`src/common/tbio_defines.vh`:
```
// Constants for the register-B pin select block of timer channels 1 and 2
// Behaviour
// With select bit 3 low, register B compares; 0000 or 0100 leave the pin undriven, 0001 starts low and 0101 starts high, and both drive low on each match.
// Select 0010 starts the pin low and 0110 starts it high, and both drive it high on each compare match.
// Select 0011 starts the pin low and 0111 starts it high, and both invert the pin on each compare match.
// With select bit 3 high and low bits 00, register B captures the counter on a rising pin edge; channel 2 ignores select bit 2 in capture mode.
// In capture mode with low bits 01, register B captures the counter on a falling pin edge.
// In capture mode with select bit 1 set, register B captures on both pin edges whatever select bit 0 holds.
// On channel 1, select bits 3 and 2 both high make register B capture on each channel-0 register-C match or capture event instead of a pin edge.
// The select field is read/write, reads back the last value written and governs every match and capture after the write.
`ifndef TBIO_DEFINES_VH
`define TBIO_DEFINES_VH

// ****************************************
// Register map (byte addresses)
// ****************************************
`define TBIO_OFF_CH1_CTL 8'h00
`define TBIO_OFF_CH2_CTL 8'h04
`define TBIO_OFF_CH1_GRB 8'h08
`define TBIO_OFF_CH2_GRB 8'h0C
`define TBIO_OFF_STATUS 8'h10

// ****************************************
// Fields and reset values
// ****************************************
`define TBIO_SEL_LSB 4
`define TBIO_SEL_MSB 7
`define TBIO_SEL_RESET 4'h0
`define TBIO_GRB_RESET 16'h0000

// ****************************************
// Bus answers
// ****************************************
`define TBIO_RESP_OKAY 2'h0
`define TBIO_RESP_SLVERR 2'h2

`endif

```
`src/core/tbio_channel.v`:
```
// One channel's register B: compare pin driver and input capture
`timescale 1ns/1ps
`include "tbio_defines.vh"
module tbio_channel #(
  parameter HAS_LINK = 1
) (
  input wire aclk,
  input wire aresetn,
  input wire [3:0] sel,
  input wire sel_wr,
  input wire [15:0] count,
  input wire pin_in,
  input wire link_event,
  input wire gr_wr,
  input wire [15:0] gr_wdata,
  output reg [15:0] gr_reg,
  output reg pin_out_reg,
  output reg pin_oe_reg
);
  reg pin_d_reg;
  reg eq_d_reg;
  wire rise;
  wire fall;
  wire eq;
  wire match;
  wire capture;

  // Capture trigger decode for the current select
  function cap_hit;
    input [3:0] s;
    input r;
    input f;
    input lk;
    begin
      if (HAS_LINK != 0 && s[2])
        cap_hit = lk;
      else if (s[1])
        cap_hit = r | f;
      else if (s[0])
        cap_hit = f;
      else
        cap_hit = r;
    end
  endfunction

  // Edges of the synchronised pin, match as the rise of equality
  assign rise = pin_in & ~pin_d_reg;
  assign fall = ~pin_in & pin_d_reg;
  assign eq = (count == gr_reg);
  assign match = eq & ~eq_d_reg & ~sel[3];
  assign capture = sel[3] & cap_hit(sel, rise, fall, link_event);

  // History for edge and match detection
  always @(posedge aclk) begin
    if (!aresetn) begin
      pin_d_reg <= 1'h0;
      eq_d_reg <= 1'h0;
    end else begin
      pin_d_reg <= pin_in;
      eq_d_reg <= eq;
    end
  end

  // Register B; a capture beats a software write in the same cycle
  always @(posedge aclk) begin
    if (!aresetn)
      gr_reg <= `TBIO_GRB_RESET;
    else if (capture)
      gr_reg <= count;
    else if (gr_wr)
      gr_reg <= gr_wdata;
  end

  // Pin driver: initial level on a select write, action on match
  always @(posedge aclk) begin
    if (!aresetn) begin
      pin_out_reg <= 1'h0;
      pin_oe_reg <= 1'h0;
    end else if (sel_wr) begin
      pin_oe_reg <= ~sel[3] & (|sel[1:0]);
      pin_out_reg <= ~sel[3] & (|sel[1:0]) & sel[2];
    end else if (match) begin
      case (sel[1:0])
        2'h1: pin_out_reg <= 1'h0;
        2'h2: pin_out_reg <= 1'h1;
        2'h3: pin_out_reg <= ~pin_out_reg;
        default: pin_out_reg <= pin_out_reg;
      endcase
    end
  end
endmodule

```
`src/core/tbio_sync.v`:
```
// Two-stage synchroniser for one pin level
`timescale 1ns/1ps
module tbio_sync (
  input wire aclk,
  input wire aresetn,
  input wire async_in,
  output reg sync_out_reg
);
  reg meta_reg;

  // First stage feeds only the second
  always @(posedge aclk) begin
    if (!aresetn) begin
      meta_reg <= 1'h0;
      sync_out_reg <= 1'h0;
    end else begin
      meta_reg <= async_in;
      sync_out_reg <= meta_reg;
    end
  end
endmodule

```
`src/core/tbio_top.v`:
```
// Register-B pin select for timer channels 1 and 2 behind an AXI4-Lite slave
`timescale 1ns/1ps
`include "tbio_defines.vh"
// Map: selects at 0x00 and 0x04 in bits 7:4, register B at 0x08 and 0x0C
// in bits 15:0, read-only pin status at 0x10.
// Word decode ignores address bits 1:0, so 0x11 to 0x13 also reach status.
// Write answer one edge after both halves are held; read answer one edge
// after the address is taken.
// Select writes reach a channel one edge later, with a strobe, so the
// initial pin level shows two edges after the write is decoded.
// Register-B writes are merged by lane first; a same-cycle capture wins.
module tbio_top (
  input wire aclk,
  input wire aresetn,
  // Write address and data
  input wire [7:0] s_axi_awaddr,
  input wire s_axi_awvalid,
  output reg s_axi_awready,
  input wire [31:0] s_axi_wdata,
  input wire [3:0] s_axi_wstrb,
  input wire s_axi_wvalid,
  output reg s_axi_wready,
  // Write response
  output reg [1:0] s_axi_bresp,
  output reg s_axi_bvalid,
  input wire s_axi_bready,
  // Read address and data
  input wire [7:0] s_axi_araddr,
  input wire s_axi_arvalid,
  output reg s_axi_arready,
  output reg [31:0] s_axi_rdata,
  output reg [1:0] s_axi_rresp,
  output reg s_axi_rvalid,
  input wire s_axi_rready,
  // Counters and channel-0 event, same clock
  input wire [15:0] ch1_count,
  input wire [15:0] ch2_count,
  input wire ch0_general_reg_c_event,
  // Channel pins, asynchronous inputs
  input wire ch1_pin_b_in,
  output wire ch1_pin_b_out,
  output wire ch1_pin_b_oe,
  input wire ch2_pin_b_in,
  output wire ch2_pin_b_out,
  output wire ch2_pin_b_oe
);

  // ****************************************
  // Declarations
  // ****************************************
  reg [7:0] awaddr_reg;
  reg aw_have_reg;
  reg [31:0] wdata_reg;
  reg [3:0] wstrb_reg;
  reg w_have_reg;
  reg [3:0] ch1_sel_reg;
  reg [3:0] ch2_sel_reg;
  reg ch1_sel_wr_reg;
  reg ch2_sel_wr_reg;
  reg ch1_gr_wr_reg;
  reg ch2_gr_wr_reg;
  reg [15:0] gr_wdata_reg;
  reg [31:0] rd_next;
  reg rd_hit_next;
  wire do_write;
  wire wr_ch1_ctl;
  wire wr_ch2_ctl;
  wire wr_ch1_grb;
  wire wr_ch2_grb;
  wire wr_hit;
  wire ch1_pin_sync;
  wire ch2_pin_sync;
  wire [15:0] ch1_gr;
  wire [15:0] ch2_gr;
  wire [3:0] status_word;

  // ****************************************
  // Helpers
  // ****************************************

  // Merge one byte lane set into an old 16-bit value
  function [15:0] lane_merge;
    input [15:0] old;
    input [15:0] din;
    input [1:0] strb;
    begin
      lane_merge[7:0] = strb[0] ? din[7:0] : old[7:0];
      lane_merge[15:8] = strb[1] ? din[15:8] : old[15:8];
    end
  endfunction

  // Word index compare, ignoring the low two address bits
  function addr_is;
    input [7:0] a;
    input [7:0] off;
    begin
      addr_is = (a[7:2] == off[7:2]);
    end
  endfunction

  // Bus answer for a hit or a miss, shared by both answer channels
  function [1:0] resp_code;
    input hit;
    begin
      resp_code = hit ? `TBIO_RESP_OKAY : `TBIO_RESP_SLVERR;
    end
  endfunction

  // ****************************************
  // Write channel
  // ****************************************

  // Address and data land together or apart; the write waits for both
  assign do_write = aw_have_reg & w_have_reg & ~s_axi_bvalid;
  assign wr_ch1_ctl = do_write & addr_is(awaddr_reg, `TBIO_OFF_CH1_CTL);
  assign wr_ch2_ctl = do_write & addr_is(awaddr_reg, `TBIO_OFF_CH2_CTL);
  assign wr_ch1_grb = do_write & addr_is(awaddr_reg, `TBIO_OFF_CH1_GRB);
  assign wr_ch2_grb = do_write & addr_is(awaddr_reg, `TBIO_OFF_CH2_GRB);
  // Status counts as a hit, so a write there answers OKAY and is dropped
  assign wr_hit = wr_ch1_ctl | wr_ch2_ctl | wr_ch1_grb | wr_ch2_grb
    | addr_is(awaddr_reg, `TBIO_OFF_STATUS);

  // Write address acceptance
  always @(posedge aclk) begin
    if (!aresetn) begin
      s_axi_awready <= 1'h0;
      aw_have_reg <= 1'h0;
      awaddr_reg <= 8'h00;
    end else if (s_axi_awvalid && s_axi_awready) begin
      s_axi_awready <= 1'h0;
      aw_have_reg <= 1'h1;
      awaddr_reg <= s_axi_awaddr;
    end else if (do_write) begin
      aw_have_reg <= 1'h0;
    end else if (!aw_have_reg && !s_axi_bvalid) begin
      s_axi_awready <= 1'h1;
    end
  end

  // Write data acceptance
  always @(posedge aclk) begin
    if (!aresetn) begin
      s_axi_wready <= 1'h0;
      w_have_reg <= 1'h0;
      wdata_reg <= 32'h00000000;
      wstrb_reg <= 4'h0;
    end else if (s_axi_wvalid && s_axi_wready) begin
      s_axi_wready <= 1'h0;
      w_have_reg <= 1'h1;
      wdata_reg <= s_axi_wdata;
      wstrb_reg <= s_axi_wstrb;
    end else if (do_write) begin
      w_have_reg <= 1'h0;
    end else if (!w_have_reg && !s_axi_bvalid) begin
      s_axi_wready <= 1'h1;
    end
  end

  // Write response; status is read-only so writes there are dropped quietly
  always @(posedge aclk) begin
    if (!aresetn) begin
      s_axi_bvalid <= 1'h0;
      s_axi_bresp <= `TBIO_RESP_OKAY;
    end else if (do_write) begin
      s_axi_bvalid <= 1'h1;
      s_axi_bresp <= resp_code(wr_hit);
    end else if (s_axi_bready && s_axi_bvalid) begin
      s_axi_bvalid <= 1'h0;
    end
  end

  // ****************************************
  // Select registers
  // ****************************************

  // Select field in byte lane 0; the strobe pulse follows one edge later
  // so the channels see the new select together with the pulse
  always @(posedge aclk) begin
    if (!aresetn) begin
      ch1_sel_reg <= `TBIO_SEL_RESET;
      ch2_sel_reg <= `TBIO_SEL_RESET;
      ch1_sel_wr_reg <= 1'h0;
      ch2_sel_wr_reg <= 1'h0;
    end else begin
      ch1_sel_wr_reg <= wr_ch1_ctl & wstrb_reg[0];
      ch2_sel_wr_reg <= wr_ch2_ctl & wstrb_reg[0];
      if (wr_ch1_ctl && wstrb_reg[0])
        ch1_sel_reg <= wdata_reg[`TBIO_SEL_MSB:`TBIO_SEL_LSB];
      if (wr_ch2_ctl && wstrb_reg[0])
        ch2_sel_reg <= wdata_reg[`TBIO_SEL_MSB:`TBIO_SEL_LSB];
    end
  end

  // Register-B write strobes, merged with the current value by lane
  always @(posedge aclk) begin
    if (!aresetn) begin
      ch1_gr_wr_reg <= 1'h0;
      ch2_gr_wr_reg <= 1'h0;
      gr_wdata_reg <= `TBIO_GRB_RESET;
    end else begin
      ch1_gr_wr_reg <= wr_ch1_grb & (|wstrb_reg[1:0]);
      ch2_gr_wr_reg <= wr_ch2_grb & (|wstrb_reg[1:0]);
      if (wr_ch1_grb)
        gr_wdata_reg <= lane_merge(ch1_gr, wdata_reg[15:0], wstrb_reg[1:0]);
      else if (wr_ch2_grb)
        gr_wdata_reg <= lane_merge(ch2_gr, wdata_reg[15:0], wstrb_reg[1:0]);
    end
  end

  // ****************************************
  // Read channel
  // ****************************************

  // Status word: synced pin levels above the driven levels
  assign status_word = {ch2_pin_sync, ch1_pin_sync, ch2_pin_b_out, ch1_pin_b_out};

  // Read data select; reserved bits read zero
  always @* begin
    rd_next = 32'h00000000;
    rd_hit_next = 1'h1;
    if (addr_is(s_axi_araddr, `TBIO_OFF_CH1_CTL))
      rd_next[`TBIO_SEL_MSB:`TBIO_SEL_LSB] = ch1_sel_reg;
    else if (addr_is(s_axi_araddr, `TBIO_OFF_CH2_CTL))
      rd_next[`TBIO_SEL_MSB:`TBIO_SEL_LSB] = ch2_sel_reg;
    else if (addr_is(s_axi_araddr, `TBIO_OFF_CH1_GRB))
      rd_next[15:0] = ch1_gr;
    else if (addr_is(s_axi_araddr, `TBIO_OFF_CH2_GRB))
      rd_next[15:0] = ch2_gr;
    else if (addr_is(s_axi_araddr, `TBIO_OFF_STATUS))
      rd_next[3:0] = status_word;
    else
      rd_hit_next = 1'h0;
  end

  // Read address acceptance and data return
  always @(posedge aclk) begin
    if (!aresetn) begin
      s_axi_arready <= 1'h0;
      s_axi_rvalid <= 1'h0;
      s_axi_rdata <= 32'h00000000;
      s_axi_rresp <= `TBIO_RESP_OKAY;
    end else if (s_axi_arvalid && s_axi_arready) begin
      s_axi_arready <= 1'h0;
      s_axi_rvalid <= 1'h1;
      s_axi_rdata <= rd_next;
      s_axi_rresp <= resp_code(rd_hit_next);
    end else if (s_axi_rvalid && s_axi_rready) begin
      s_axi_rvalid <= 1'h0;
    end else if (!s_axi_rvalid) begin
      s_axi_arready <= 1'h1;
    end
  end

  // ****************************************
  // Pins and channels
  // ****************************************

  // Pins come from outside the clock domain
  tbio_sync u_ch1_sync (
    .aclk(aclk),
    .aresetn(aresetn),
    .async_in(ch1_pin_b_in),
    .sync_out_reg(ch1_pin_sync)
  );

  // Same two stages for the channel-2 pin
  tbio_sync u_ch2_sync (
    .aclk(aclk),
    .aresetn(aresetn),
    .async_in(ch2_pin_b_in),
    .sync_out_reg(ch2_pin_sync)
  );

  // Channel 1 may capture on the channel-0 register-C event
  tbio_channel #(
    .HAS_LINK(1)
  ) u_ch1 (
    .aclk(aclk),
    .aresetn(aresetn),
    .sel(ch1_sel_reg),
    .sel_wr(ch1_sel_wr_reg),
    .count(ch1_count),
    .pin_in(ch1_pin_sync),
    .link_event(ch0_general_reg_c_event),
    .gr_wr(ch1_gr_wr_reg),
    .gr_wdata(gr_wdata_reg),
    .gr_reg(ch1_gr),
    .pin_out_reg(ch1_pin_b_out),
    .pin_oe_reg(ch1_pin_b_oe)
  );

  // Channel 2 has no link, so bit 2 is ignored while capturing
  tbio_channel #(
    .HAS_LINK(0)
  ) u_ch2 (
    .aclk(aclk),
    .aresetn(aresetn),
    .sel(ch2_sel_reg),
    .sel_wr(ch2_sel_wr_reg),
    .count(ch2_count),
    .pin_in(ch2_pin_sync),
    .link_event(1'h0),
    .gr_wr(ch2_gr_wr_reg),
    .gr_wdata(gr_wdata_reg),
    .gr_reg(ch2_gr),
    .pin_out_reg(ch2_pin_b_out),
    .pin_oe_reg(ch2_pin_b_oe)
  );
endmodule

```
`config.mk`:
```
export PLATFORM = sky130hd
export DESIGN_NAME = tbio_top
export DESIGN_NICKNAME = d
export VERILOG_FILES = /design/src/core/tbio_channel.v /design/src/core/tbio_sync.v /design/src/core/tbio_top.v
export VERILOG_INCLUDE_DIRS = /design/src /design/src/common
export SDC_FILE = /design/constraint.sdc
export NUM_CORES = 1
export LEC_CHECK = 0
export BUFFER_PORTS_ARGS = -buffer_cell sky130_fd_sc_hd__buf_2
export CAP_MARGIN = 20
export CORE_MARGIN = 3
export CORE_UTILIZATION = 40
export DETAILED_ROUTE_END_ITERATION = 7
export PLACE_DENSITY = 0.66
export SETUP_SLACK_MARGIN = 0.2
export SLEW_MARGIN = 20
export SYNTH_ARGS = -nofsm -noshare
export SYNTH_HDL_FRONTEND = slang
export SYNTH_SLANG_ARGS = --single-unit
export TNS_END_PERCENT = 10
```
`constraint.sdc`:
```
create_clock -name aclk -period 3 [get_ports aclk]
set_input_delay 0.6 -clock aclk [delete_from_list [all_inputs] [get_ports aclk]]
set_output_delay 0.6 -clock aclk [all_outputs]
set_load 0.03 [all_outputs]
```
# == Word level (Yosys, flattened, before mapping) ==
# Cells that the tools add are included.
# Widths: inputs -> output; s select.
# word_totals
input_bits,94
ramBits,0
out_inout_bits,45
mem_count,0
latch_bits,0
register_bits,125
wordCells,176
rom_bits,0
# classes
order_cmp,0
multipliers,0
bitwise_logic,45
muxes,45
div_mod_pow,0
eq_ne,16
addsub,0
reduce_logical,36
n_shift,0
# ops
operator,count
$mux 16,7
$mux 8,6
$eq 16x16->1,2
$and 1x1->1,24
$eq 6x2->1 const B,4
$mux 4,6
$mux 1,21
$reduce_bool 2->1,9
$not 1->1,15
$eq 6x1->1 const B,2
$eq 6x3->1 const B,2
$logic_not 6->1,2
$mux 12,1
$reduce_or 2->1,6
$reduce_and 2->1,5
$logic_and 1x1->1,9
$eq 2x2->1 const B,4
$reduce_bool 4->1,2
$or 1x1->1,6
$pmux 1 s3,2
$eq 2x1->1 const B,2
$mux 2,2
$logic_not 1->1,3

# == Logic depth before layout (Yosys ltp) ==
# depth
depth_word,8
depth_mapped,8
depth_no_buf,7

# == By module ==
# Synthesis repeated with hierarchy kept, for this count alone.
# unflattened
cells_unflattened,636
area_unflattened_um2,6052.1
# by_module_without_submodules
mod,area_each_um2,seq_area_each_um2,cells_per_inst,n_inst
tbio_top,3533.4,1541.5,389,1
tbio_channel at u_ch1,1238.7,400.4,121,1
tbio_channel at u_ch2,1174.9,400.4,118,1
tbio_sync,52.6,40.0,4,2

# == Least setup slack after synthesis ==
# Ideal clock, no wire load.
# synth_timing
kind,input -> register
from,input s_axi_araddr[3]
to,register s_axi_rdata[4]
required_ns,2.872
slack_ns,1.380
path_stages,4
path_buffers,1
setup_time_ns,0.128
arrival_time_ns,1.493
path_cell_list,buf_2 > mux4_2 > a22oi_1 > nor2_1
# synth_via
elab_chain_cells,5
word_cells_on_any_way,8
cone_classes,eq/ne: 3; mux: 4; reduce/logical: 1
# synth_rtl
item,line,rtl
from (decl),tbio_top.v:28,"input wire [7:0] s_axi_araddr,"
$eq 6x2->1,tbio_top.v:97,addr_is = (a[7:2] == off[7:2]);
$mux 12,tbio_top.v:227,"else if (addr_is(s_axi_araddr, `TBIO_OFF_CH2_GRB))"
$mux 16,tbio_top.v:225,"else if (addr_is(s_axi_araddr, `TBIO_OFF_CH1_GRB))"
$mux 4,tbio_top.v:223,"else if (addr_is(s_axi_araddr, `TBIO_OFF_CH2_CTL))"
$mux 4 *,tbio_top.v:221,"if (addr_is(s_axi_araddr, `TBIO_OFF_CH1_CTL))"
to (signal assigned),tbio_top.v:245,s_axi_rdata <= rd_next;
to (decl),tbio_top.v:31,"output reg [31:0] s_axi_rdata,"
# Every way passes the cells marked *; elsewhere a longest branch is shown, timed or not.
# A chain may end at the register's enable or synchronous reset.

# == Worst setup path after layout ==
# layout_timing
from,register u_ch1_sync.sync_out_reg
to,register u_ch1.gr_reg[6]
# layout_via
elab_chain_cells,7
word_cells_on_any_way,10
cone_classes,mux: 4; bitwise: 5; reduce/logical: 1
# layout_rtl
item,line,rtl
from (decl),tbio_sync.v:7,output reg sync_out_reg
from (signal assigned),tbio_sync.v:18,sync_out_reg <= meta_reg;
$not 1->1,tbio_channel.v:48,assign fall = ~pin_in & pin_d_reg;
$and 1x1->1,tbio_channel.v:48,
$mux 1 or $or 1x1->1 (tied branches),"tbio_channel.v:39, tbio_channel.v:38",
$mux 1 *,tbio_channel.v:37,else if (s[1])
$mux 1 *,tbio_channel.v:35,if (HAS_LINK != 0 && s[2])
$and 1x1->1 *,tbio_channel.v:51,"assign capture = sel[3] & cap_hit(sel, rise, fall, link_event);"
$mux 16 or $reduce_bool 2->1 (tied branches),-,
to (signal assigned),tbio_channel.v:67,gr_reg <= `TBIO_GRB_RESET;
to (signal assigned),tbio_channel.v:69,gr_reg <= count;
to (signal assigned),tbio_channel.v:71,gr_reg <= gr_wdata;
to (decl),tbio_channel.v:16,"output reg [15:0] gr_reg,"
# Marks and branches as above.

==> results_dict.tcl <==
set metrics [dict create \
    insertion_delay_ns 0.42 \
    p_seq_share_pct 41.4 \
    synth_top_area_share_pct 41.73 \
    finalSetupTns_ns 0 \
    antenna_found_initial 0 \
    cts_setup_buffers 0 \
    switching_share_pct 22.78 \
    gp_congestion 0.8789 \
    grt_max_degree 95 \
    die-area_um2 15990 \
    diodes 0 \
    yosys-top-cells-area "dfxtp_1 42%, mux2i_1 9.1%, nor2_1 5.8%" \
    clockBufferDepth 2 \
    core_area_um2 14040 \
    syn_to_final_growth_pct 18.88 \
    slew_headroom_pct 28.69 \
    dp_slack_ns 0.8944 \
    cp.required_ns 3.33 \
    yosysTopAreaCell "dfxtp_1" \
    vdd_drop_max_mv 0.3393 \
    clkTransAtPathRegs_ns 0.05 \
    overflow 0 \
    async_flop_share_pct 0 \
    syn_area_um2 5804 \
    netlist_instances 657 \
    drc 0 \
    syn_area_per_cell_um2 8.835 \
    skew_ns 0.006773 \
    fin_ws_ns 0.8867 \
    synthFlopType "dfxtp_1" \
    ys_ff_latch 121 \
    setup-violations-final 0 \
    status "finished, final reports clean" \
    ant_nets 0 \
    period_minus_slack_ns 2.113 \
    p_clk_share_pct 51.4 \
    drt-total-wl_mm 15.63 \
    crit_fanout 32 \
    hold_viol_final 0 \
    path_class "reg -> reg" \
    cts-root-buf "clkbuf_16" \
    nNetsFinal 837 \
    drtIter0Drc 402 \
    hpwl_mm 11.36 \
    io_pins 139 \
    drv_cap 0 \
    drv_slew 0 \
    die_x_um 126.5 \
    num_vias 4908 \
    grtUsageTotal_pct 19.84 \
    worstPathArrival_ns 2.45 \
    rsz0062_at_grt "no" \
    cts_buffers 17 \
    final_core_util_pct 49.14 \
    die_h_um 126.5 \
    dpl_cell_area_um2 6296 \
    fin_area_um2 6900 \
    cts-resized-gates 0 \
    drtPass1Iterations 5 \
    wl_per_cell_um 16.84 \
    seq_area_frac_synth_pct 41.73 \
    htree_levels 4 \
    start_util_pct 41.33 \
    powerDensity_nw_per_um2 585.5 \
    grt_pass1_wl_mm 24.84 \
    p_comb_share_pct 7.2 \
    hp-class "in -> reg" \
    fmax_mhz 473.2 \
    placementRows 43 \
    drive_gt1_share_pct 20.99 \
    post_drt_via_cell_ratio 5.289 \
    grt_pass1_vias 4735 \
    post_synth_num_cell_types 45 \
    p_switching_uw 920.5 \
    p_int_uw 3120 \
    io_buffers 98 \
    tightest_slew_ns 1.068 \
    min_period_over_period_pct 70.44 \
    leakage_uw 0.002732 \
    synth_edf_count 0 \
    total_power_uw 4040 \
    yosysWarningCount 0 \
    critPathCaptureType "register" \
    cts_tree "yes" \
    cts_hold_buf 0 \
    clock_sinks 121 \
    startpoint_type "register" \
]
## critical path, stage by stage (launching register included)
cell      delay (ns)
dfxtp_1         0.37
inv_1           0.08
ha_1            0.19
mux2_1          0.28
o21ai_1         0.13
a21bo_2         0.62
nor2_1          0.11
a211oi_2        0.23
## cell families after synthesis
logic type,after synthesis,synth area share [%]
adder cells (fa/ha/maj),7,1.509
XOR/XNOR,32,4.829
buffers and inverters,92,7.760
multiplexers,58,10.89
other,1,0.06461
flip-flops,121,41.73
AO/OA/AOI/OAI,140,16.88
AND/OR/NAND/NOR,206,16.34
## per-stage QoR
stage / hold slack (ns) / instances
2_1_floorplan: 0.4119 / 674
4_1_cts: 0.3696 / 928
3_5_place_dp: 0.4212 / 897
3_3_place_gp: 0.4193 / 897
5_1_grt: 0.3863 / 928
6_report: 0.3864 / 928
## metal layers
metal / track usage, % / vias up / part of all wire, %
li1: - / 2417 / -
met1: 27.66 / 2293 / 48
met2: 29.55 / 177 / 44
met3: 5.600 / 21 / 6.4
met4: 6.751 / 0 / 1.6
met5: 0 / - / 0
## synthesized netlist by cell type (2+ instances only)
| master | instances |
|---|---|
| dfxtp_1 | 121 |
| o22ai_1 | 16 |
| nand2_1 | 54 |
| clkinv_1 | 2 |
| xnor2_1 | 32 |
| nand3_1 | 10 |
| mux4_2 | 4 |
| buf_1 | 4 |
| nor3_1 | 16 |
| mux2i_1 | 53 |
| a211oi_2 | 14 |
| or3_1 | 2 |
| buf_6 | 2 |
| inv_1 | 32 |
| a211oi_1 | 18 |
| nand4_1 | 8 |
| clkbuf_1 | 20 |
| o2bb2ai_1 | 4 |
| a21oi_1 | 47 |
| buf_4 | 20 |
| a22oi_1 | 8 |
| nand2b_1 | 2 |
| nor2b_1 | 6 |
| o32ai_1 | 16 |
| nand4b_2 | 2 |
| and2_1 | 7 |
| ha_1 | 7 |
| buf_2 | 12 |
| o21ai_0 | 12 |
| nor2_1 | 90 |
| nor4_1 | 2 |
## power by group through the flow
stage / combinational (µW) / clock (µW) / sequential, µW
6_report: 293 / 2080 / 1670
5_1_grt: 324 / 2180 / 1670
4_1_cts: 293 / 2110 / 1670
3_5_place_dp: 292 / 0 / 1700
3_3_place_gp: 287 / 0 / 1700
2_1_floorplan: 197 / 0 / 1700
## cell type report
class | count | area [µm²]
clock inverters | 9 | 120.1
well taps | 180 | 225.2
flip-flops and latches | 121 | 2422
multi-input cells | 461 | 2995
clock buffers | 22 | 484.2
inverters | 34 | 127.6
repair buffers | 101 | 525.5
fillers | 1330 | 7142
## worst paths after layout
check	start	endpoint	slack, ns	cells past startpoint
hold / removal	ch1_pin_b_in	u_ch1_sync.meta_reg	0.39	2
setup reg to reg	u_ch1_sync.sync_out_reg	u_ch1.gr_reg[6]	0.89	7
setup / recovery	u_ch1_sync.sync_out_reg	u_ch1.gr_reg[6]	0.89	7
hold reg to reg	u_ch2_sync.meta_reg	u_ch2_sync.sync_out_reg	0.44	1
## placed cells by master, fill, tap and decap left out, types with 3 or more instances in the layout
cell | netlist | final
a211oi_1 | 18 | 18
a211oi_2 | 14 | 14
a21oi_1 | 47 | 47
a22oi_1 | 8 | 8
and2_1 | 7 | 7
buf_2 | 12 | 98
bufinv_16 | 0 | 3
clkbuf_16 | 0 | 17
clkbuf_8 | 0 | 4
clkinv_2 | 0 | 6
conb_1 | 1 | 18
dfxtp_1 | 121 | 121
ha_1 | 7 | 7
inv_1 | 32 | 31
mux2i_1 | 53 | 53
mux4_2 | 4 | 4
nand2_1 | 54 | 54
nand3_1 | 10 | 10
nand4_1 | 8 | 8
nor2_1 | 90 | 90
nor2b_1 | 6 | 6
nor3_1 | 16 | 16
o21ai_0 | 12 | 12
o22ai_1 | 16 | 16
o2bb2ai_1 | 4 | 4
o32ai_1 | 16 | 16
xnor2_1 | 32 | 32
(Power assumes the default switching activity.)
